===== config.mk =====
export PLATFORM = sky130hd
export DESIGN_NAME = lcd_seg_ctrl
export DESIGN_NICKNAME = d
export VERILOG_FILES = /design/src/pkg/lcd_seg_pkg.sv /design/src/pkg/lcd_wave_if.sv /design/src/design/lcd_seg_ctrl.sv /design/src/design/lcd_wave_gen.sv
export SDC_FILE = /design/constraint.sdc
export NUM_CORES = 1
export LEC_CHECK = 0
export BUFFER_PORTS_ARGS = -buffer_cell sky130_fd_sc_hd__buf_4
export CORE_ASPECT_RATIO = 0.75
export CORE_MARGIN = 2
export CORE_UTILIZATION = 54
export CTS_CLUSTER_DIAMETER = 150
export DETAILED_ROUTE_END_ITERATION = 8
export PLACE_DENSITY = 0.72
export RECOVER_POWER = 25
export SYNTH_ARGS = -nofsm -noshare
export SYNTH_HDL_FRONTEND = slang
export SYNTH_HIERARCHICAL = 1
export SYNTH_SLANG_ARGS = --single-unit

===== constraint.sdc =====
create_clock -name core_clk_i -period 4.25 [get_ports core_clk_i]
set_input_delay 0.85 -clock core_clk_i [delete_from_list [all_inputs] [get_ports core_clk_i]]
set_output_delay 0.85 -clock core_clk_i [all_outputs]
set_load 0.02 [all_outputs]

===== src/pkg/lcd_seg_pkg.sv =====
// constants, types and helpers shared by the segment display controller
package lcd_seg_pkg;

  // ------------------------------------------------------------
  // register map (byte addresses, one aligned 32-bit word each)
  // ------------------------------------------------------------
  localparam int            APB_AW                   = 8;
  localparam logic [7:0]    LCD_COMMAND_STATUS_OFS   = 8'h00;
  localparam logic [7:0]    DISPLAY_CONTROL0_OFS     = 8'h04;
  localparam logic [7:0]    FRONTPLANE_EN_OFS        = 8'h08;
  localparam logic [7:0]    SEGMENT_MEMORY_OFS       = 8'h10;

  // command/status field positions
  localparam int            FRAME_IRQ_FLAG_BIT       = 7;
  localparam int            SEG_MEM_GROUP_SEL_BIT    = 3;
  localparam int            SEG_MEM_CLEAR_CMD_BIT    = 1;
  localparam int            BLANK_BIT                = 0;

  // display control0 field positions
  localparam int            DISPLAY_MODULE_EN_BIT    = 7;
  localparam int            BLINK_CMD_BIT            = 6;
  localparam int            FRAME_IRQ_EN_BIT         = 5;
  localparam int            DUTY_LSB                 = 0;

  // values after reset
  localparam logic [7:0]    CMD_STATUS_RST           = 8'h00;
  localparam logic [7:0]    DISPLAY_CONTROL0_RST     = 8'h03;

  // ------------------------------------------------------------
  // timing
  // ------------------------------------------------------------
  localparam int            CLK_PERIOD_NS            = 4;
  localparam int            SLOT_TIME_NS             = 1000000;
  localparam int            SLOT_CYCLES              = SLOT_TIME_NS / CLK_PERIOD_NS;
  localparam int            BLINK_FRAMES             = 16;
  localparam int            NUM_BP                   = 4;

  typedef enum logic [1:0] {DUTY_RSVD, DUTY_HALF, DUTY_THIRD, DUTY_QUARTER} duty_type;
  typedef enum logic [1:0] {LVL_V0, LVL_V1, LVL_V2, LVL_V3} level_type;

  // backplanes driven for a duty setting; reserved drives none
  function automatic logic [NUM_BP-1:0] active_bp_mask(input logic [1:0] duty);
    unique case (duty)
      DUTY_HALF:    active_bp_mask = 4'b0011;
      DUTY_THIRD:   active_bp_mask = 4'b0111;
      DUTY_QUARTER: active_bp_mask = 4'b1111;
      DUTY_RSVD:    active_bp_mask = 4'b0000;
    endcase
  endfunction

endpackage


===== src/pkg/lcd_wave_if.sv =====
// signals between the register side and the waveform generator
`timescale 1ns/1ns
interface lcd_wave_if #(
  parameter int NUM_FP = 8
);
  logic              run;
  logic [1:0]        duty;
  logic [NUM_FP*4-1:0] seg_on;
  logic [NUM_FP-1:0] fp_en;
  logic              frame_start;

  modport ctrl (output run, output duty, output seg_on, output fp_en, input frame_start);
  modport wave (input run, input duty, input seg_on, input fp_en, output frame_start);
endinterface


===== src/design/lcd_seg_ctrl.sv =====
// segment display command/status, segment memory and apb register slave
//
// Implementation choices: the register addresses and the APB interface to the registers.
`timescale 1ns/1ns
module lcd_seg_ctrl
  import lcd_seg_pkg::*;
#(
  parameter int NUM_FP       = 8,
  parameter int SLOT_CYCLES  = lcd_seg_pkg::SLOT_CYCLES,
  parameter int BLINK_FRAMES = lcd_seg_pkg::BLINK_FRAMES
) (
  input  wire logic                              core_clk_i,
  input  wire logic                              resetn_i,
  input  wire logic [lcd_seg_pkg::APB_AW-1:0]    paddr_i,
  input  wire logic                              psel_i,
  input  wire logic                              penable_i,
  input  wire logic                              pwrite_i,
  input  wire logic [31:0]                       pwdata_i,
  output logic [31:0]                            prdata_o,
  output logic                                   pready_o,
  output logic                                   pslverr_o,
  output logic                                   irq_o,
  output logic [2*lcd_seg_pkg::NUM_BP-1:0]       bp_level_o,
  output logic [lcd_seg_pkg::NUM_BP-1:0]         bp_drive_o,
  output logic [2*NUM_FP-1:0]                    fp_level_o,
  output logic [NUM_FP-1:0]                      fp_display_o
);
  import lcd_seg_pkg::*;

  // ------------------------------------------------------------
  // state
  // ------------------------------------------------------------
  typedef struct packed {
    logic                  frame_irq_flag;
    logic                  seg_mem_group_sel;
    logic                  blank;
    logic                  clr_pend;
    logic                  clr_grp;
    logic                  display_module_en;
    logic                  blink_cmd;
    logic                  frame_irq_en;
    logic [1:0]            duty;
    logic [NUM_FP-1:0]     frontplane_pin_en;
    logic [NUM_FP*4-1:0]   segment_memory;
    logic [NUM_FP*4-1:0]   blink_memory;
    logic                  flag_armed;
    logic                  blink_act;
    logic                  blink_phase;
    logic [7:0]            blink_cnt;
    logic                  pready;
    logic                  pslverr;
    logic [31:0]           prdata;
    logic                  irq;
  } ctrl_state_type;

  ctrl_state_type st_r;
  ctrl_state_type st_nxt;

  lcd_wave_if #(.NUM_FP(NUM_FP)) wif ();

  logic              acc;
  logic              done;
  logic              hit;
  logic              seg_hit;
  int                seg_idx;
  logic [31:0]       rd_val;
  logic [3:0]        sel_nib;
  logic              cmd_wr;
  logic              cmd_rd;

  // ------------------------------------------------------------
  // address decode
  // ------------------------------------------------------------
  // index of a segment memory word, or -1 when the address is not one
  function automatic int seg_index(input logic [APB_AW-1:0] a);
    int idx;
    idx = -1;
    for (int n = 0; n < NUM_FP; n++) begin
      if (a == APB_AW'(SEGMENT_MEMORY_OFS + 8'(4 * n)))
        idx = n;
    end
    return idx;
  endfunction

  // read mux; reserved bits and the clear command read as zero
  always_comb begin
    seg_idx = seg_index(paddr_i);
    seg_hit = (seg_idx >= 0);
    hit     = seg_hit || paddr_i == LCD_COMMAND_STATUS_OFS
              || paddr_i == DISPLAY_CONTROL0_OFS || paddr_i == FRONTPLANE_EN_OFS;
    sel_nib = '0;
    if (seg_hit)
      sel_nib = st_r.seg_mem_group_sel ? st_r.blink_memory[4*seg_idx +: 4]
                                       : st_r.segment_memory[4*seg_idx +: 4];
    rd_val = '0;
    if (paddr_i == LCD_COMMAND_STATUS_OFS) begin
      rd_val[FRAME_IRQ_FLAG_BIT]    = st_r.frame_irq_flag;
      rd_val[SEG_MEM_GROUP_SEL_BIT] = st_r.seg_mem_group_sel;
      rd_val[SEG_MEM_CLEAR_CMD_BIT] = 1'b0;
      rd_val[BLANK_BIT]             = st_r.blank;
    end else if (paddr_i == DISPLAY_CONTROL0_OFS) begin
      rd_val[DISPLAY_MODULE_EN_BIT] = st_r.display_module_en;
      rd_val[BLINK_CMD_BIT]         = st_r.blink_cmd;
      rd_val[FRAME_IRQ_EN_BIT]      = st_r.frame_irq_en;
      rd_val[DUTY_LSB +: 2]         = st_r.duty;
    end else if (paddr_i == FRONTPLANE_EN_OFS) begin
      rd_val[NUM_FP-1:0] = st_r.frontplane_pin_en;
    end else if (seg_hit) begin
      rd_val[3:0] = sel_nib;
    end
  end

  // apb phases: data is prepared in the first access cycle, committed on the second
  assign acc    = psel_i & penable_i;
  assign done   = acc & st_r.pready;
  assign cmd_wr = done & pwrite_i & (paddr_i == LCD_COMMAND_STATUS_OFS);
  assign cmd_rd = done & ~pwrite_i & (paddr_i == LCD_COMMAND_STATUS_OFS);

  // ------------------------------------------------------------
  // next state
  // ------------------------------------------------------------
  always_comb begin
    st_nxt = st_r;
    // bus answer, registered so every bus output comes from a flop
    if (acc && !st_r.pready) begin
      st_nxt.pready  = 1'b1;
      st_nxt.pslverr = ~hit;
      st_nxt.prdata  = rd_val;
    end else begin
      st_nxt.pready  = 1'b0;
      st_nxt.pslverr = 1'b0;
    end
    // a pending clear wipes its group one cycle after the command write
    if (st_r.clr_pend) begin
      if (st_r.clr_grp)
        st_nxt.blink_memory = '0;
      else
        st_nxt.segment_memory = '0;
      st_nxt.clr_pend = 1'b0;
    end
    // a read that sees the flag set arms the write-one clear
    if (cmd_rd)
      st_nxt.flag_armed = st_r.frame_irq_flag;
    // register writes
    if (done && pwrite_i && hit) begin
      if (paddr_i == LCD_COMMAND_STATUS_OFS) begin
        st_nxt.seg_mem_group_sel = pwdata_i[SEG_MEM_GROUP_SEL_BIT];
        st_nxt.blank             = pwdata_i[BLANK_BIT];
        if (pwdata_i[SEG_MEM_CLEAR_CMD_BIT]) begin
          st_nxt.clr_pend = 1'b1;
          st_nxt.clr_grp  = pwdata_i[SEG_MEM_GROUP_SEL_BIT];
        end
        if (pwdata_i[FRAME_IRQ_FLAG_BIT] && st_r.flag_armed)
          st_nxt.frame_irq_flag = 1'b0;
        st_nxt.flag_armed = 1'b0;
      end else if (paddr_i == DISPLAY_CONTROL0_OFS) begin
        st_nxt.display_module_en = pwdata_i[DISPLAY_MODULE_EN_BIT];
        st_nxt.blink_cmd         = pwdata_i[BLINK_CMD_BIT];
        st_nxt.frame_irq_en      = pwdata_i[FRAME_IRQ_EN_BIT];
        st_nxt.duty              = pwdata_i[DUTY_LSB +: 2];
      end else if (paddr_i == FRONTPLANE_EN_OFS) begin
        st_nxt.frontplane_pin_en = pwdata_i[NUM_FP-1:0];
      end else if (st_r.seg_mem_group_sel) begin
        st_nxt.blink_memory[4*seg_idx +: 4] = pwdata_i[3:0];
      end else begin
        st_nxt.segment_memory[4*seg_idx +: 4] = pwdata_i[3:0];
      end
    end
    // frame event: set wins over a clear in the same cycle
    if (wif.frame_start) begin
      st_nxt.frame_irq_flag = 1'b1;
      // blink command is sampled only on a frame boundary
      st_nxt.blink_act = st_r.blink_cmd;
      if (st_r.blink_cmd) begin
        if (st_r.blink_cnt == 8'(BLINK_FRAMES - 1)) begin
          st_nxt.blink_cnt   = '0;
          st_nxt.blink_phase = ~st_r.blink_phase;
        end else begin
          st_nxt.blink_cnt = st_r.blink_cnt + 8'd1;
        end
      end else begin
        st_nxt.blink_cnt   = '0;
        st_nxt.blink_phase = 1'b0;
      end
    end
    // level interrupt from flag and mask
    st_nxt.irq = st_nxt.frame_irq_flag & st_nxt.frame_irq_en;
  end

  // state register; reset zeroes every field, then loads the documented defaults
  always_ff @(posedge core_clk_i or negedge resetn_i) begin
    if (!resetn_i) begin
      st_r                   <= '0;
      st_r.frame_irq_flag    <= CMD_STATUS_RST[FRAME_IRQ_FLAG_BIT];
      st_r.seg_mem_group_sel <= CMD_STATUS_RST[SEG_MEM_GROUP_SEL_BIT];
      st_r.blank             <= CMD_STATUS_RST[BLANK_BIT];
      st_r.display_module_en <= DISPLAY_CONTROL0_RST[DISPLAY_MODULE_EN_BIT];
      st_r.blink_cmd         <= DISPLAY_CONTROL0_RST[BLINK_CMD_BIT];
      st_r.frame_irq_en      <= DISPLAY_CONTROL0_RST[FRAME_IRQ_EN_BIT];
      st_r.duty              <= DISPLAY_CONTROL0_RST[DUTY_LSB +: 2];
    end else begin
      st_r <= st_nxt;
    end
  end

  // ------------------------------------------------------------
  // feed to the waveform generator
  // ------------------------------------------------------------
  // blank only masks what is shown; memory and timing are left alone
  always_comb begin
    wif.run   = st_r.display_module_en;
    wif.duty  = st_r.duty;
    wif.fp_en = st_r.frontplane_pin_en;
    if (st_r.blank)
      wif.seg_on = '0;
    else if (st_r.blink_act && st_r.blink_phase)
      wif.seg_on = st_r.segment_memory & ~st_r.blink_memory;
    else
      wif.seg_on = st_r.segment_memory;
  end

  lcd_wave_gen #(
    .NUM_FP      (NUM_FP),
    .SLOT_CYCLES (SLOT_CYCLES)
  ) u_wave (
    .core_clk_i   (core_clk_i),
    .resetn_i     (resetn_i),
    .w            (wif),
    .bp_level_o   (bp_level_o),
    .bp_drive_o   (bp_drive_o),
    .fp_level_o   (fp_level_o),
    .fp_display_o (fp_display_o)
  );

  assign prdata_o  = st_r.prdata;
  assign pready_o  = st_r.pready;
  assign pslverr_o = st_r.pslverr;
  assign irq_o     = st_r.irq;

  // ------------------------------------------------------------
  // checks
  // ------------------------------------------------------------
  clear_reads_zero_a: assert property (@(posedge core_clk_i) disable iff (!resetn_i)
    (acc && !st_r.pready && !pwrite_i && paddr_i == LCD_COMMAND_STATUS_OFS)
    |=> prdata_o[SEG_MEM_CLEAR_CMD_BIT] == 1'b0)
    else $error("clear command bit read back as one");

  flag_sets_a: assert property (@(posedge core_clk_i) disable iff (!resetn_i)
    wif.frame_start |=> st_r.frame_irq_flag)
    else $error("frame event did not set the flag");

  flag_clear_armed_a: assert property (@(posedge core_clk_i) disable iff (!resetn_i)
    (cmd_wr && pwdata_i[FRAME_IRQ_FLAG_BIT] && st_r.flag_armed && !wif.frame_start)
    |=> !st_r.frame_irq_flag)
    else $error("armed write of one did not clear the flag");

  flag_needs_read_a: assert property (@(posedge core_clk_i) disable iff (!resetn_i)
    (cmd_wr && st_r.frame_irq_flag && !st_r.flag_armed) |=> st_r.frame_irq_flag)
    else $error("flag cleared without a prior read");

  group_read_a: assert property (@(posedge core_clk_i) disable iff (!resetn_i)
    (acc && !st_r.pready && !pwrite_i && seg_hit) |=> prdata_o[3:0] == $past(sel_nib)
      && prdata_o[3:0] == ($past(st_r.seg_mem_group_sel)
         ? $past(st_r.blink_memory[4*seg_idx +: 4])
         : $past(st_r.segment_memory[4*seg_idx +: 4])))
    else $error("segment read came from the wrong group");

  clear_group_a: assert property (@(posedge core_clk_i) disable iff (!resetn_i)
    (cmd_wr && pwdata_i[SEG_MEM_CLEAR_CMD_BIT]) |=> st_r.clr_pend
      ##1 (!st_r.clr_pend && (st_r.clr_grp ? st_r.blink_memory == '0
                                           : st_r.segment_memory == '0)))
    else $error("clear command did not empty its group and drop");

  blank_shows_off_a: assert property (@(posedge core_clk_i) disable iff (!resetn_i)
    st_r.blank |-> wif.seg_on == '0)
    else $error("segment shown while blanked");

  blank_keeps_mem_a: assert property (@(posedge core_clk_i) disable iff (!resetn_i)
    (st_r.blank && !(done && pwrite_i) && !st_r.clr_pend)
    |=> $stable(st_r.segment_memory) && $stable(st_r.blink_memory))
    else $error("memory changed by blanking");

  blink_at_frame_a: assert property (@(posedge core_clk_i) disable iff (!resetn_i)
    !wif.frame_start |=> $stable(st_r.blink_act))
    else $error("blink state changed inside a frame");

  irq_level_a: assert property (@(posedge core_clk_i) disable iff (!resetn_i)
    ##1 irq_o == (st_r.frame_irq_flag && st_r.frame_irq_en))
    else $error("interrupt output disagrees with flag and mask");

  clear_cmd_c: cover property (@(posedge core_clk_i) disable iff (!resetn_i)
    cmd_wr && pwdata_i[SEG_MEM_CLEAR_CMD_BIT]);

  flag_cleared_c: cover property (@(posedge core_clk_i) disable iff (!resetn_i)
    $fell(st_r.frame_irq_flag));

  blink_on_c: cover property (@(posedge core_clk_i) disable iff (!resetn_i)
    st_r.blink_act && st_r.blink_phase);

endmodule


===== src/design/lcd_wave_gen.sv =====
// frame timer and 1/3-bias level generator for backplanes and frontplanes
`timescale 1ns/1ns
module lcd_wave_gen
  import lcd_seg_pkg::*;
#(
  parameter int NUM_FP      = 8,
  parameter int SLOT_CYCLES = lcd_seg_pkg::SLOT_CYCLES
) (
  input  wire logic                  core_clk_i,
  input  wire logic                  resetn_i,
  lcd_wave_if.wave                   w,
  output logic [2*NUM_BP-1:0]        bp_level_o,
  output logic [NUM_BP-1:0]          bp_drive_o,
  output logic [2*NUM_FP-1:0]        fp_level_o,
  output logic [NUM_FP-1:0]          fp_display_o
);

  typedef struct packed {
    logic [31:0]         tick_cnt;
    logic [1:0]          slot;
    logic                phase;
    logic                frame_start;
    logic [2*NUM_BP-1:0] bp_lvl;
    logic [NUM_BP-1:0]   bp_drv;
    logic [2*NUM_FP-1:0] fp_lvl;
    logic [NUM_FP-1:0]   fp_disp;
  } wave_state_type;

  wave_state_type st_r;
  wave_state_type st_nxt;
  logic [NUM_BP-1:0] active;

  // ------------------------------------------------------------
  // slot sequencing and level selection
  // ------------------------------------------------------------
  // levels are chosen from the next slot/phase so pins change on the slot edge
  always_comb begin
    st_nxt             = st_r;
    st_nxt.frame_start = 1'b0;
    active             = w.run ? active_bp_mask(w.duty) : '0;
    if (!w.run || w.duty == DUTY_RSVD) begin
      st_nxt.tick_cnt = '0;
      st_nxt.slot     = '0;
      st_nxt.phase    = 1'b0;
    end else if (st_r.tick_cnt == 32'(SLOT_CYCLES - 1)) begin
      st_nxt.tick_cnt = '0;
      if (st_r.slot >= w.duty) begin
        st_nxt.slot        = '0;
        st_nxt.phase       = ~st_r.phase; // inverting each frame keeps the glass free of dc
        st_nxt.frame_start = 1'b1;
      end else begin
        st_nxt.slot = st_r.slot + 2'd1;
      end
    end else begin
      st_nxt.tick_cnt = st_r.tick_cnt + 32'd1;
    end
    for (int b = 0; b < NUM_BP; b++) begin
      st_nxt.bp_drv[b] = active[b];
      if (!active[b])
        st_nxt.bp_lvl[2*b +: 2] = LVL_V0;
      else if (st_nxt.slot == 2'(b))
        st_nxt.bp_lvl[2*b +: 2] = st_nxt.phase ? LVL_V0 : LVL_V3;
      else
        st_nxt.bp_lvl[2*b +: 2] = st_nxt.phase ? LVL_V2 : LVL_V1;
    end
    for (int n = 0; n < NUM_FP; n++) begin
      st_nxt.fp_disp[n] = w.run & w.fp_en[n];
      if (!st_nxt.fp_disp[n] || w.duty == DUTY_RSVD)
        st_nxt.fp_lvl[2*n +: 2] = LVL_V0;
      else if (w.seg_on[4*n + int'(st_nxt.slot)])
        st_nxt.fp_lvl[2*n +: 2] = st_nxt.phase ? LVL_V3 : LVL_V0;
      else
        st_nxt.fp_lvl[2*n +: 2] = st_nxt.phase ? LVL_V1 : LVL_V2;
    end
  end

  // state register
  always_ff @(posedge core_clk_i or negedge resetn_i) begin
    if (!resetn_i) begin
      st_r <= '0;
    end else begin
      st_r <= st_nxt;
    end
  end

  assign w.frame_start = st_r.frame_start;
  assign bp_level_o    = st_r.bp_lvl;
  assign bp_drive_o    = st_r.bp_drv;
  assign fp_level_o    = st_r.fp_lvl;
  assign fp_display_o  = st_r.fp_disp;

  // ------------------------------------------------------------
  // checks
  // ------------------------------------------------------------
  fp_pin_gating_a: assert property (@(posedge core_clk_i) disable iff (!resetn_i)
    ##1 fp_display_o == ($past(w.run) ? $past(w.fp_en) : '0))
    else $error("frontplane pin display state does not follow enables");

  duty_backplanes_a: assert property (@(posedge core_clk_i) disable iff (!resetn_i)
    ##1 bp_drive_o == ($past(w.run) ? active_bp_mask($past(w.duty)) : '0))
    else $error("driven backplanes do not match duty");

  slot_ascending_a: assert property (@(posedge core_clk_i) disable iff (!resetn_i)
    (w.run && w.duty != DUTY_RSVD && st_r.tick_cnt == 32'(SLOT_CYCLES - 1)
     && st_r.slot < w.duty) |=> st_r.slot == $past(st_r.slot) + 2'd1)
    else $error("backplane slot did not advance by one");

  frame_wrap_a: assert property (@(posedge core_clk_i) disable iff (!resetn_i)
    (w.run && st_r.tick_cnt == 32'(SLOT_CYCLES - 1) && st_r.slot == w.duty
     && w.duty != DUTY_RSVD) |=> (st_r.slot == 2'd0) && st_r.frame_start)
    else $error("frame did not wrap after last active backplane");

  frame_seen_c: cover property (@(posedge core_clk_i) disable iff (!resetn_i)
    st_r.frame_start && w.duty == DUTY_QUARTER);

endmodule


; ---- After elaboration in Yosys (flattened, before gate mapping)
; Cells that the tools add are included.
[classes]
addsub = 11
magnitude_cmp = 10
n_eq_ne = 19
shifts = 4
muxes = 104
bitwise_logic = 21
n_reduce_logical = 35
[op_table]
columns = op, n
row1 = 32-bit two-way mux, 15
row2 = "32-bit by 7-bit less-than comparator with 1-bit output, second input constant", 7
row3 = 64-bit two-way mux, 2
row4 = 83-bit two-way mux, 1
row5 = 77-bit two-way mux, 1
row6 = 72-bit two-way mux, 1
row7 = 2-bit two-way mux, 34
row8 = 32-bit bitwise mux, 2
row9 = 32-bit by 32-bit variable part select with 4-bit output, 2
row10 = 1-bit binary-select mux with 5-bit select, 7
row11 = 35-bit two-way mux, 1
row12 = 32-bit negator with 33-bit output, 1
row13 = "4-bit by 33-bit variable shift with 32-bit output, first input constant", 1
row14 = 4-bit by 33-bit variable part select with 32-bit output, 1
row15 = "32-bit by 1-bit adder with 32-bit output, second input constant", 1
row16 = 32-bit AND, 1
row17 = "32-bit by 18-bit equality test with 1-bit output, second input constant", 1
row18 = "8-bit by 5-bit equality test with 1-bit output, second input constant", 4
row19 = "8-bit by 6-bit equality test with 1-bit output, second input constant", 4
row20 = "32-bit by 1-bit greater-or-equal comparator with 1-bit output, second input constant", 1
row21 = 32-bit inverter, 1
row22 = "5-bit by 2-bit adder with 6-bit output, first input constant", 4
row23 = 1-bit two-way mux, 24
row24 = 4-bit two-way mux, 6
row25 = 27 further kinds, 81
[totals]
regBits = 176
input_bits = 45
out_inout_bits = 71
wordCells = 232

; ---- Depth between registers and ports, before layout
; Gate-level depths: netlist (run 1).
[depth]
word_depth = 19
depth_mapped = 15
ltp_nobuf = 14

; ---- Hierarchy
; The synthesis (run 1) kept the hierarchy.
[by_module_without_submodules]
columns = mod, n_inst, cells_each, area_per_inst_um2, seq_area_each_um2
row1 = lcd_seg_ctrl, 1, 634, 5989.5, 2605.0
row2 = lcd_wave_gen, 1, 330, 3554.7, 1751.7

; ---- Worst setup path before layout (run 1)
; OpenSTA, ideal clock, no wires.
[synth_timing]
kind = input port to flip-flop
from = input port paddr_i[1] (netlist bit)
to = register st_r[62] (netlist bit)
setup_time_ns = 0.130
arrival_ns = 3.751
t_required_ns = 4.120
slack_ns = 0.369
stages = 14
n_path_buf = 1
cell_sequence = or4_4 -> nor2_2 -> nand2_1 -> clkinv_2 -> buf_4 -> ha_1 -> and3_1 -> ha_1 -> nor4bb_1 -> a22oi_1 -> nand2b_1 -> nor3_1 -> nand3_1 -> mux2i_1
[synth_rtl]
columns = element, line_no
row1 = from (decl), lcd_seg_ctrl.sv:14  ; input wire logic [lcd_seg_pkg::APB_AW-1:0] paddr_i,
row2 = to (signal assigned), lcd_seg_ctrl.sv:202  ; st_r <= st_nxt;
row3 = to (decl), lcd_seg_ctrl.sv:56  ; ctrl_state_type st_r;

==> results of run 1 <==
==> metrics by stage <==
stage	area, um^2	hold WS [ps]
final	10500	463
after global routing	10500	494
after CTS	10500	464
after detailed placement	9890	451
after global placement	9890	447
after floorplan	9630	425
==> worst max-delay path: cells and delay by family <==
family                     cells  cell delay, ps
buffers and inverters          1             110
adders and majority gates      2             540
AOI/OAI and AO/OA              1             120
and+or+nand+nor                7            2170
muxes                          1             210
==> sequential cells by signal, summed over array words and instances, names as in the netlist, 2 cells and up <==
signal and flops:
prdata_o 8, st_r 82, u_wave/bp_drive_o 3, u_wave/bp_level_o 7, u_wave/fp_display_o 8, u_wave/fp_level_o 16
u_wave/st_r 35, wif.duty 2, wif.fp_en 8
==> per-layer routing <==
metal	GRT usage [%]	vias to the layer above	share of wire, %
li1	-	3347	-
met5	0	-	0
met1	41.4	3573	47
met3	7.50	27	11
met4	6.59	0	1.3
met2	36.5	329	41
==> power by group through the flow <==
stage / logic [mW] / registers, mW / clock network, mW
6_report: 0.150 / 1.66 / 1.55
5_1_grt: 0.164 / 1.66 / 1.65
3_5_place_dp: 0.150 / 1.70 / 0
3_3_place_gp: 0.149 / 1.69 / 0
2_1_floorplan: 0.0873 / 1.69 / 0
4_1_cts: 0.150 / 1.66 / 1.58
==> worst min-delay path by stage <==
stage	slack (ps)	from	cells past startpoint	endpoint
6_report	460	u_wave/st_r[40]	1	u_wave/st_r[40]
5_1_grt	490	u_wave/st_r[40]	1	u_wave/st_r[40]
4_1_cts	460	u_wave/st_r[40]	1	u_wave/st_r[40]
3_5_place_dp	450	u_wave/st_r[40]	1	u_wave/st_r[40]
3_3_place_gp	450	u_wave/st_r[40]	1	u_wave/st_r[40]
2_1_floorplan	430	u_wave/st_r[40]	1	u_wave/st_r[40]
==> cell families (layout without fill, tap and decap cells) <==
group,after synthesis,in the layout
DFF,174,174
and+or+nand+nor,378,378
muxes,87,87
xor gates and xnor gates,43,43
AOI/OAI and AO/OA,150,150
adders and majority gates,9,9
buffers and inverters,122,132
other,1,24
==> area by class of cell <==
class / instances / area share, %
clock buffers: 21 / 4.40
clock inverters: 11 / 1.17
inverters: 12 / 0.443
multi-input cells: 691 / 43.2
flip-flops and latches: 174 / 41.7
well taps: 242 / 2.90
repair buffers: 88 / 6.22
==> placed cells by master, fill, tap and decap left out, drive strengths merged, types with 3 or more instances in the layout <==
| cell | netlist | final |
|---|---|---|
| a211o | 3 | 3 |
| and2 | 27 | 27 |
| nor4 | 14 | 14 |
| a22oi | 6 | 6 |
| a21oi | 47 | 47 |
| o21ai | 52 | 52 |
| clkbuf | 31 | 24 |
| buf | 79 | 85 |
| o31ai | 15 | 15 |
| nand2 | 78 | 78 |
| mux4 | 3 | 3 |
| nor2b | 10 | 10 |
| nor3 | 14 | 14 |
| ha | 9 | 9 |
| dfrtp | 172 | 172 |
| inv | 11 | 18 |
| nor2 | 56 | 56 |
| nand4 | 13 | 13 |
| mux2i | 52 | 52 |
| xor2 | 26 | 26 |
| xnor2 | 17 | 17 |
| and4 | 6 | 6 |
| nand3 | 88 | 88 |
| o2bb2ai | 3 | 3 |
| nor3b | 5 | 5 |
| o22ai | 4 | 4 |
| a211oi | 6 | 6 |
| a311oi | 3 | 3 |
| nand2b | 37 | 37 |
| nor4b | 3 | 3 |
| and3 | 16 | 16 |
| mux2 | 32 | 32 |
| conb | 1 | 24 |
==> flow_metrics.py, run 1 <==
metrics = {
    "synth": {
        "synth_top_family_by_area": "simple AND/OR/NAND/NOR gates",
        "synth-simple-area-share_pct": 21.7,
        "synth_mux_area_share_pct": 10.1,
        "syn_area_per_cell_um2": 9.90,
        "postSynthCellCount": 964,
        "yosysWarnings": 6,
        "synth_edf_count": 0,
        "synth_area_leaders": "dfrtp_1, buf_4, mux2i_1",
        "synth-compound-area-share_pct": 9.41,
        "syn_area_um2": 9540,
        "ys_seq_area_share_pct": 45.6,
        "synthArstFlopShare_pct": 100,
        "synthMostInstantiatedCell": "dfrtp_1",
        "yosys.area_share.adder_pct": 1.18,
        "synth_top_area_share_pct": 45.1,
        "synth_cell_types": 71,
        "synthFlopType": "dfrtp_1",
        "ys_ff_latch": 174,
        "synth_xor_xnor_area_share_pct": 4.02,
        "yosys-top-cells-count": "dfrtp_1, nand3_1, nand2_1, buf_4, nor2_1",
        "synth_top_cell_by_area": "dfrtp_1",
    },
    "clock_network": {
        "clock-root-buffer": "clkbuf_16",
        "hold_buffers": 0,
        "insertion_delay_ps": 440,
        "path_clk_slew_ps": 70,
        "postCtsResizedCells": 0,
        "cts.sinks": 174,
        "cts-htree-levels": 4,
        "numCtsBuffers": 17,
        "cts_tree": "done",
        "cts_setup_buffers": 0,
        "clockBufferDepth": 2,
    },
    "timing": {
        "rsz0062_at_grt": "false",
        "relSlewSlack_pct": -28.2,
        "finClkSkew_ps": 6.85,
        "final_hold_viol_count": 0,
        "finalSetupViolCount": 0,
        "post-route-period-util_pct": 86.9,
        "tightest_slew_ps": 1920,
        "finalMaxSlewViolations": 79,
        "min_period_ps": 3690,
        "clock.fmax_mhz": 271,
        "worst_slack_ps": 556,
        "setup_tns_ps": 0,
    },
    "worst_setup_path": {
        "crit_chain": "buf_4 -> or4_4 -> nor3_1 -> ha_1 -> and3_1 -> ha_1 -> nor4bb_1 -> a22oi_1 -> nand2b_1 -> nor3_1 -> nand3_1 -> mux2i_1",
        "r2r_cells": 9,
        "worst_r2r_endpoint": "u_wave/fp_level_o[15]",
        "rrSetupSlack_ps": 980,
        "endpoint": "st_r[62]",
        "startpoint": "paddr_i[1]",
        "crit_path_top_delay_cell": "or4_4",
        "cp_data_arrival_time_ps": 4000,
        "end_kind": "flip-flop",
        "worst_path_largest_cell_delay_ps": 560,
        "crit_path_start_kind": "input port",
        "required_ps": 4560,
        "r2r-start": "wif.duty[0]",
        "crit_type": "input port to flip-flop",
        "cp_max_fo": 7,
    },
    "status": {
        "violations": "max-capacitance violations, max-slew violations",
        "status": "finished, violations left",
    },
    "placed_design": {
        "hpwl_um": 17100,
        "place_worst_setup_slack_ps": 188,
        "numPlacedInstances": 1207,
        "gp_congestion": 0.929,
        "portBuffers": 67,
    },
    "detailed_routing": {
        "drc_errors": 0,
        "viasPerCell": 5.87,
        "wirelength_um": 24000,
        "via_count": 7276,
        "drt_iter0_drc": 756,
        "drtPass1Iterations": 5,
        "ant_nets": 0,
        "wl_per_cell_um": 19.4,
    },
    "cells_and_area": {
        "nNetsFinal": 1038,
        "n_antenna_cell": 0,
        "drive_gt1_share_pct": 17.1,
        "final_util_pct": 59.7,
        "syn2layout_area_growth_pct": 9.54,
        "stdcell_count": 1239,
        "register_area_um2": 4360,
        "fillers": 1510,
        "multiInputGateArea_um2": 4520,
    },
    "global_route": {
        "grt_pass1_vias": 6862,
        "antenna_found_initial": 0,
        "grtUsageTotal_pct": 26.6,
        "grt_max_degree": 79,
        "grt_first_pass_wirelength_um": 38200,
        "grt-ovfl-total": 0,
    },
    "power": {
        "p_seq_share_pct": 49.4,
        "clkPwrFrac_pct": 46.2,
        "sw_frac_of_total_pct": 24.1,
        "power.total_mw": 3.37,
        "p_comb_share_pct": 4.4,
        "internal_power_mw": 2.56,
        "irDropWorstVdd_v": 0.000236,
        "power_switching_mw": 0.812,
        "power_density_nw_per_um2": 322,
        "leakagePower_nw": 4.73,
    },
    "floorplanning": {
        "dieArea_um2": 18800,
        "initial_utilization_pct": 54.5,
        "fp.dieW_um": 158,
        "io-pin-count": 116,
        "core-area_um2": 17500,
        "die_height_um": 119,
        "fp-row-count": 42,
    },
    "worst_hold_path": {
        "min_path_type": "flip-flop to flip-flop",
    },
    "job": {
        "drv_cap": 1,
    },
}
No activity file was read; power rests on OpenSTA's default activity.
==> run 2, diff against run 1 <==
CORE_UTILIZATION = 41   (was 54)
PLACE_DENSITY = 0.57   (was 0.72)
==> flow_metrics.py, run 2 (same netlist as run 1, synthesis figures left out) <==
metrics = {
    "job": {
        "drv_cap": 1,
    },
    "timing": {
        "worst_slack_ps": 605,
        "setup_tns_ps": 0,
        "rsz0062_at_grt": "false",
        "finalSetupViolCount": 0,
        "final_hold_viol_count": 0,
        "post-route-period-util_pct": 85.8,
        "tightest_slew_ps": 2140,
        "finClkSkew_ps": 20.4,
        "finalMaxSlewViolations": 87,
        "min_period_ps": 3640,
        "clock.fmax_mhz": 274,
        "relSlewSlack_pct": -42.5,
    },
    "worst_setup_path": {
        "worst_r2r_endpoint": "u_wave/fp_level_o[9]",
        "crit_type": "input port to flip-flop",
        "cp_data_arrival_time_ps": 4000,
        "r2r-start": "wif.duty[0]",
        "rrSetupSlack_ps": 990,
        "r2r_cells": 9,
        "end_kind": "flip-flop",
        "required_ps": 4610,
        "cp_max_fo": 4,
        "crit_path_start_kind": "input port",
    },
    "clock_network": {
        "cts.sinks": 174,
        "numCtsBuffers": 17,
        "path_clk_slew_ps": 80,
        "clock-root-buffer": "clkbuf_16",
        "postCtsResizedCells": 0,
        "hold_buffers": 0,
        "clockBufferDepth": 2,
        "cts_tree": "done",
        "insertion_delay_ps": 440,
        "cts-htree-levels": 4,
        "cts_setup_buffers": 0,
    },
    "status": {
        "status": "finished, violations left",
        "violations": "max-capacitance violations, max-slew violations",
    },
    "floorplanning": {
        "io-pin-count": 116,
        "initial_utilization_pct": 41.6,
        "die_height_um": 136,
        "dieArea_um2": 24500,
        "fp.dieW_um": 180,
        "fp-row-count": 48,
        "core-area_um2": 22900,
    },
    "power": {
        "irDropWorstVdd_v": 0.000278,
        "power.total_mw": 3.41,
        "power_density_nw_per_um2": 322,
        "leakagePower_nw": 4.76,
    },
    "cells_and_area": {
        "nNetsFinal": 1043,
        "largest_reg_flops": 82,
        "drive_gt1_share_pct": 17.8,
        "register_area_um2": 4360,
        "layout_commonest_cell": "dfrtp_1",
        "fillers": 2190,
        "layout.cells.most_common_list": "dfrtp_1, buf_4, nand3_1, nand2_1, nor2_1",
        "finalInstanceArea_um2": 10600,
        "multiInputGateArea_um2": 4520,
        "syn2layout_area_growth_pct": 11.0,
        "largest_register": "st_r",
    },
    "placed_design": {
        "place_area_um2": 10000,
        "gp_congestion": 0.889,
        "hpwl_um": 18200,
        "place_worst_setup_slack_ps": 167,
        "portBuffers": 67,
    },
    "detailed_routing": {
        "drt_iter0_drc": 690,
        "viasPerCell": 5.50,
        "ant_nets": 0,
        "drc_errors": 0,
        "wl_per_cell_um": 19.6,
        "drtPass1Iterations": 5,
        "wirelength_um": 25500,
        "via_count": 7163,
    },
    "global_route": {
        "grtUsageTotal_pct": 21.3,
        "antenna_found_initial": 3,
        "grt_max_degree": 87,
        "grt_first_pass_wirelength_um": 39900,
        "grt-ovfl-total": 0,
        "grt_pass1_vias": 6703,
    },
    "worst_hold_path": {
        "hold_depth": 1,
        "min-delay-start": "u_wave/st_r[40]",
        "min_delay_worst_endpoint": "u_wave/st_r[40]",
        "min_path_type": "flip-flop to flip-flop",
    },
}
[run 2: changes by cell type in the layout (fill, tap and decap cells not counted), sizes merged]
cell and delta:
clkinv +5, buf +5, bufinv -1, diode +1, clkbuf -4
[run 2: where the power goes]
group | switching (mW) | total [mW] | internal [mW]
clock network | 0.795 | 1.60 | 0.801
logic | 0.114 | 0.153 | 0.0390
registers | 0.00401 | 1.66 | 1.66
[run 2: through the flow]
stage | hold WS, ps | instances | util (%)
floorplan | 425 | 987 | -
global placement | 440 | 1270 | 43.6
detailed placement | 442 | 1270 | 43.6
CTS | 460 | 1302 | 46.3
global route | 492 | 1302 | 46.2
finish | 460 | 1303 | 46.2
[run 2: how the worst max path moves through the flow]
stage / from / to / cells after the start
after floorplan: paddr_i[1] / st_r[62] / 14
after global placement: paddr_i[1] / st_r[71] / 14
after detailed placement: paddr_i[1] / st_r[70] / 12
after CTS: paddr_i[1] / st_r[70] / 12
after global routing: paddr_i[1] / st_r[73] / 12
final: paddr_i[1] / st_r[64] / 12
[run 2: worst max-delay path: stages]
cell and delay (ps):
buf_4 110, or4_4 560, nor3_1 320, ha_1 240
and3_1 180, ha_1 270, nor4bb_1 290, a22oi_1 140
nand2b_1 230, nor3_1 250, nand3_1 290, mux2i_1 270
[run 2: layout make-up]
type | instances | share of cell area, %
clock buffers | 17 | 4.02
inverters | 12 | 0.437
flip-flops and latches | 174 | 41.1
diodes | 1 | 0.0236
clock inverters | 15 | 1.74
repair buffers | 93 | 6.51
well taps | 300 | 3.54
multi-input cells | 691 | 42.6
[run 2: metal layers]
metal | GRT usage (%) | wire (um) | vias to the layer above
met2 | 28.9 | 10400 | 279
li1 | - | - | 3374
met4 | 5.96 | 366 | 0
met5 | 0 | 0 | -
met1 | 33.1 | 12700 | 3483
met3 | 5.17 | 2040 | 27
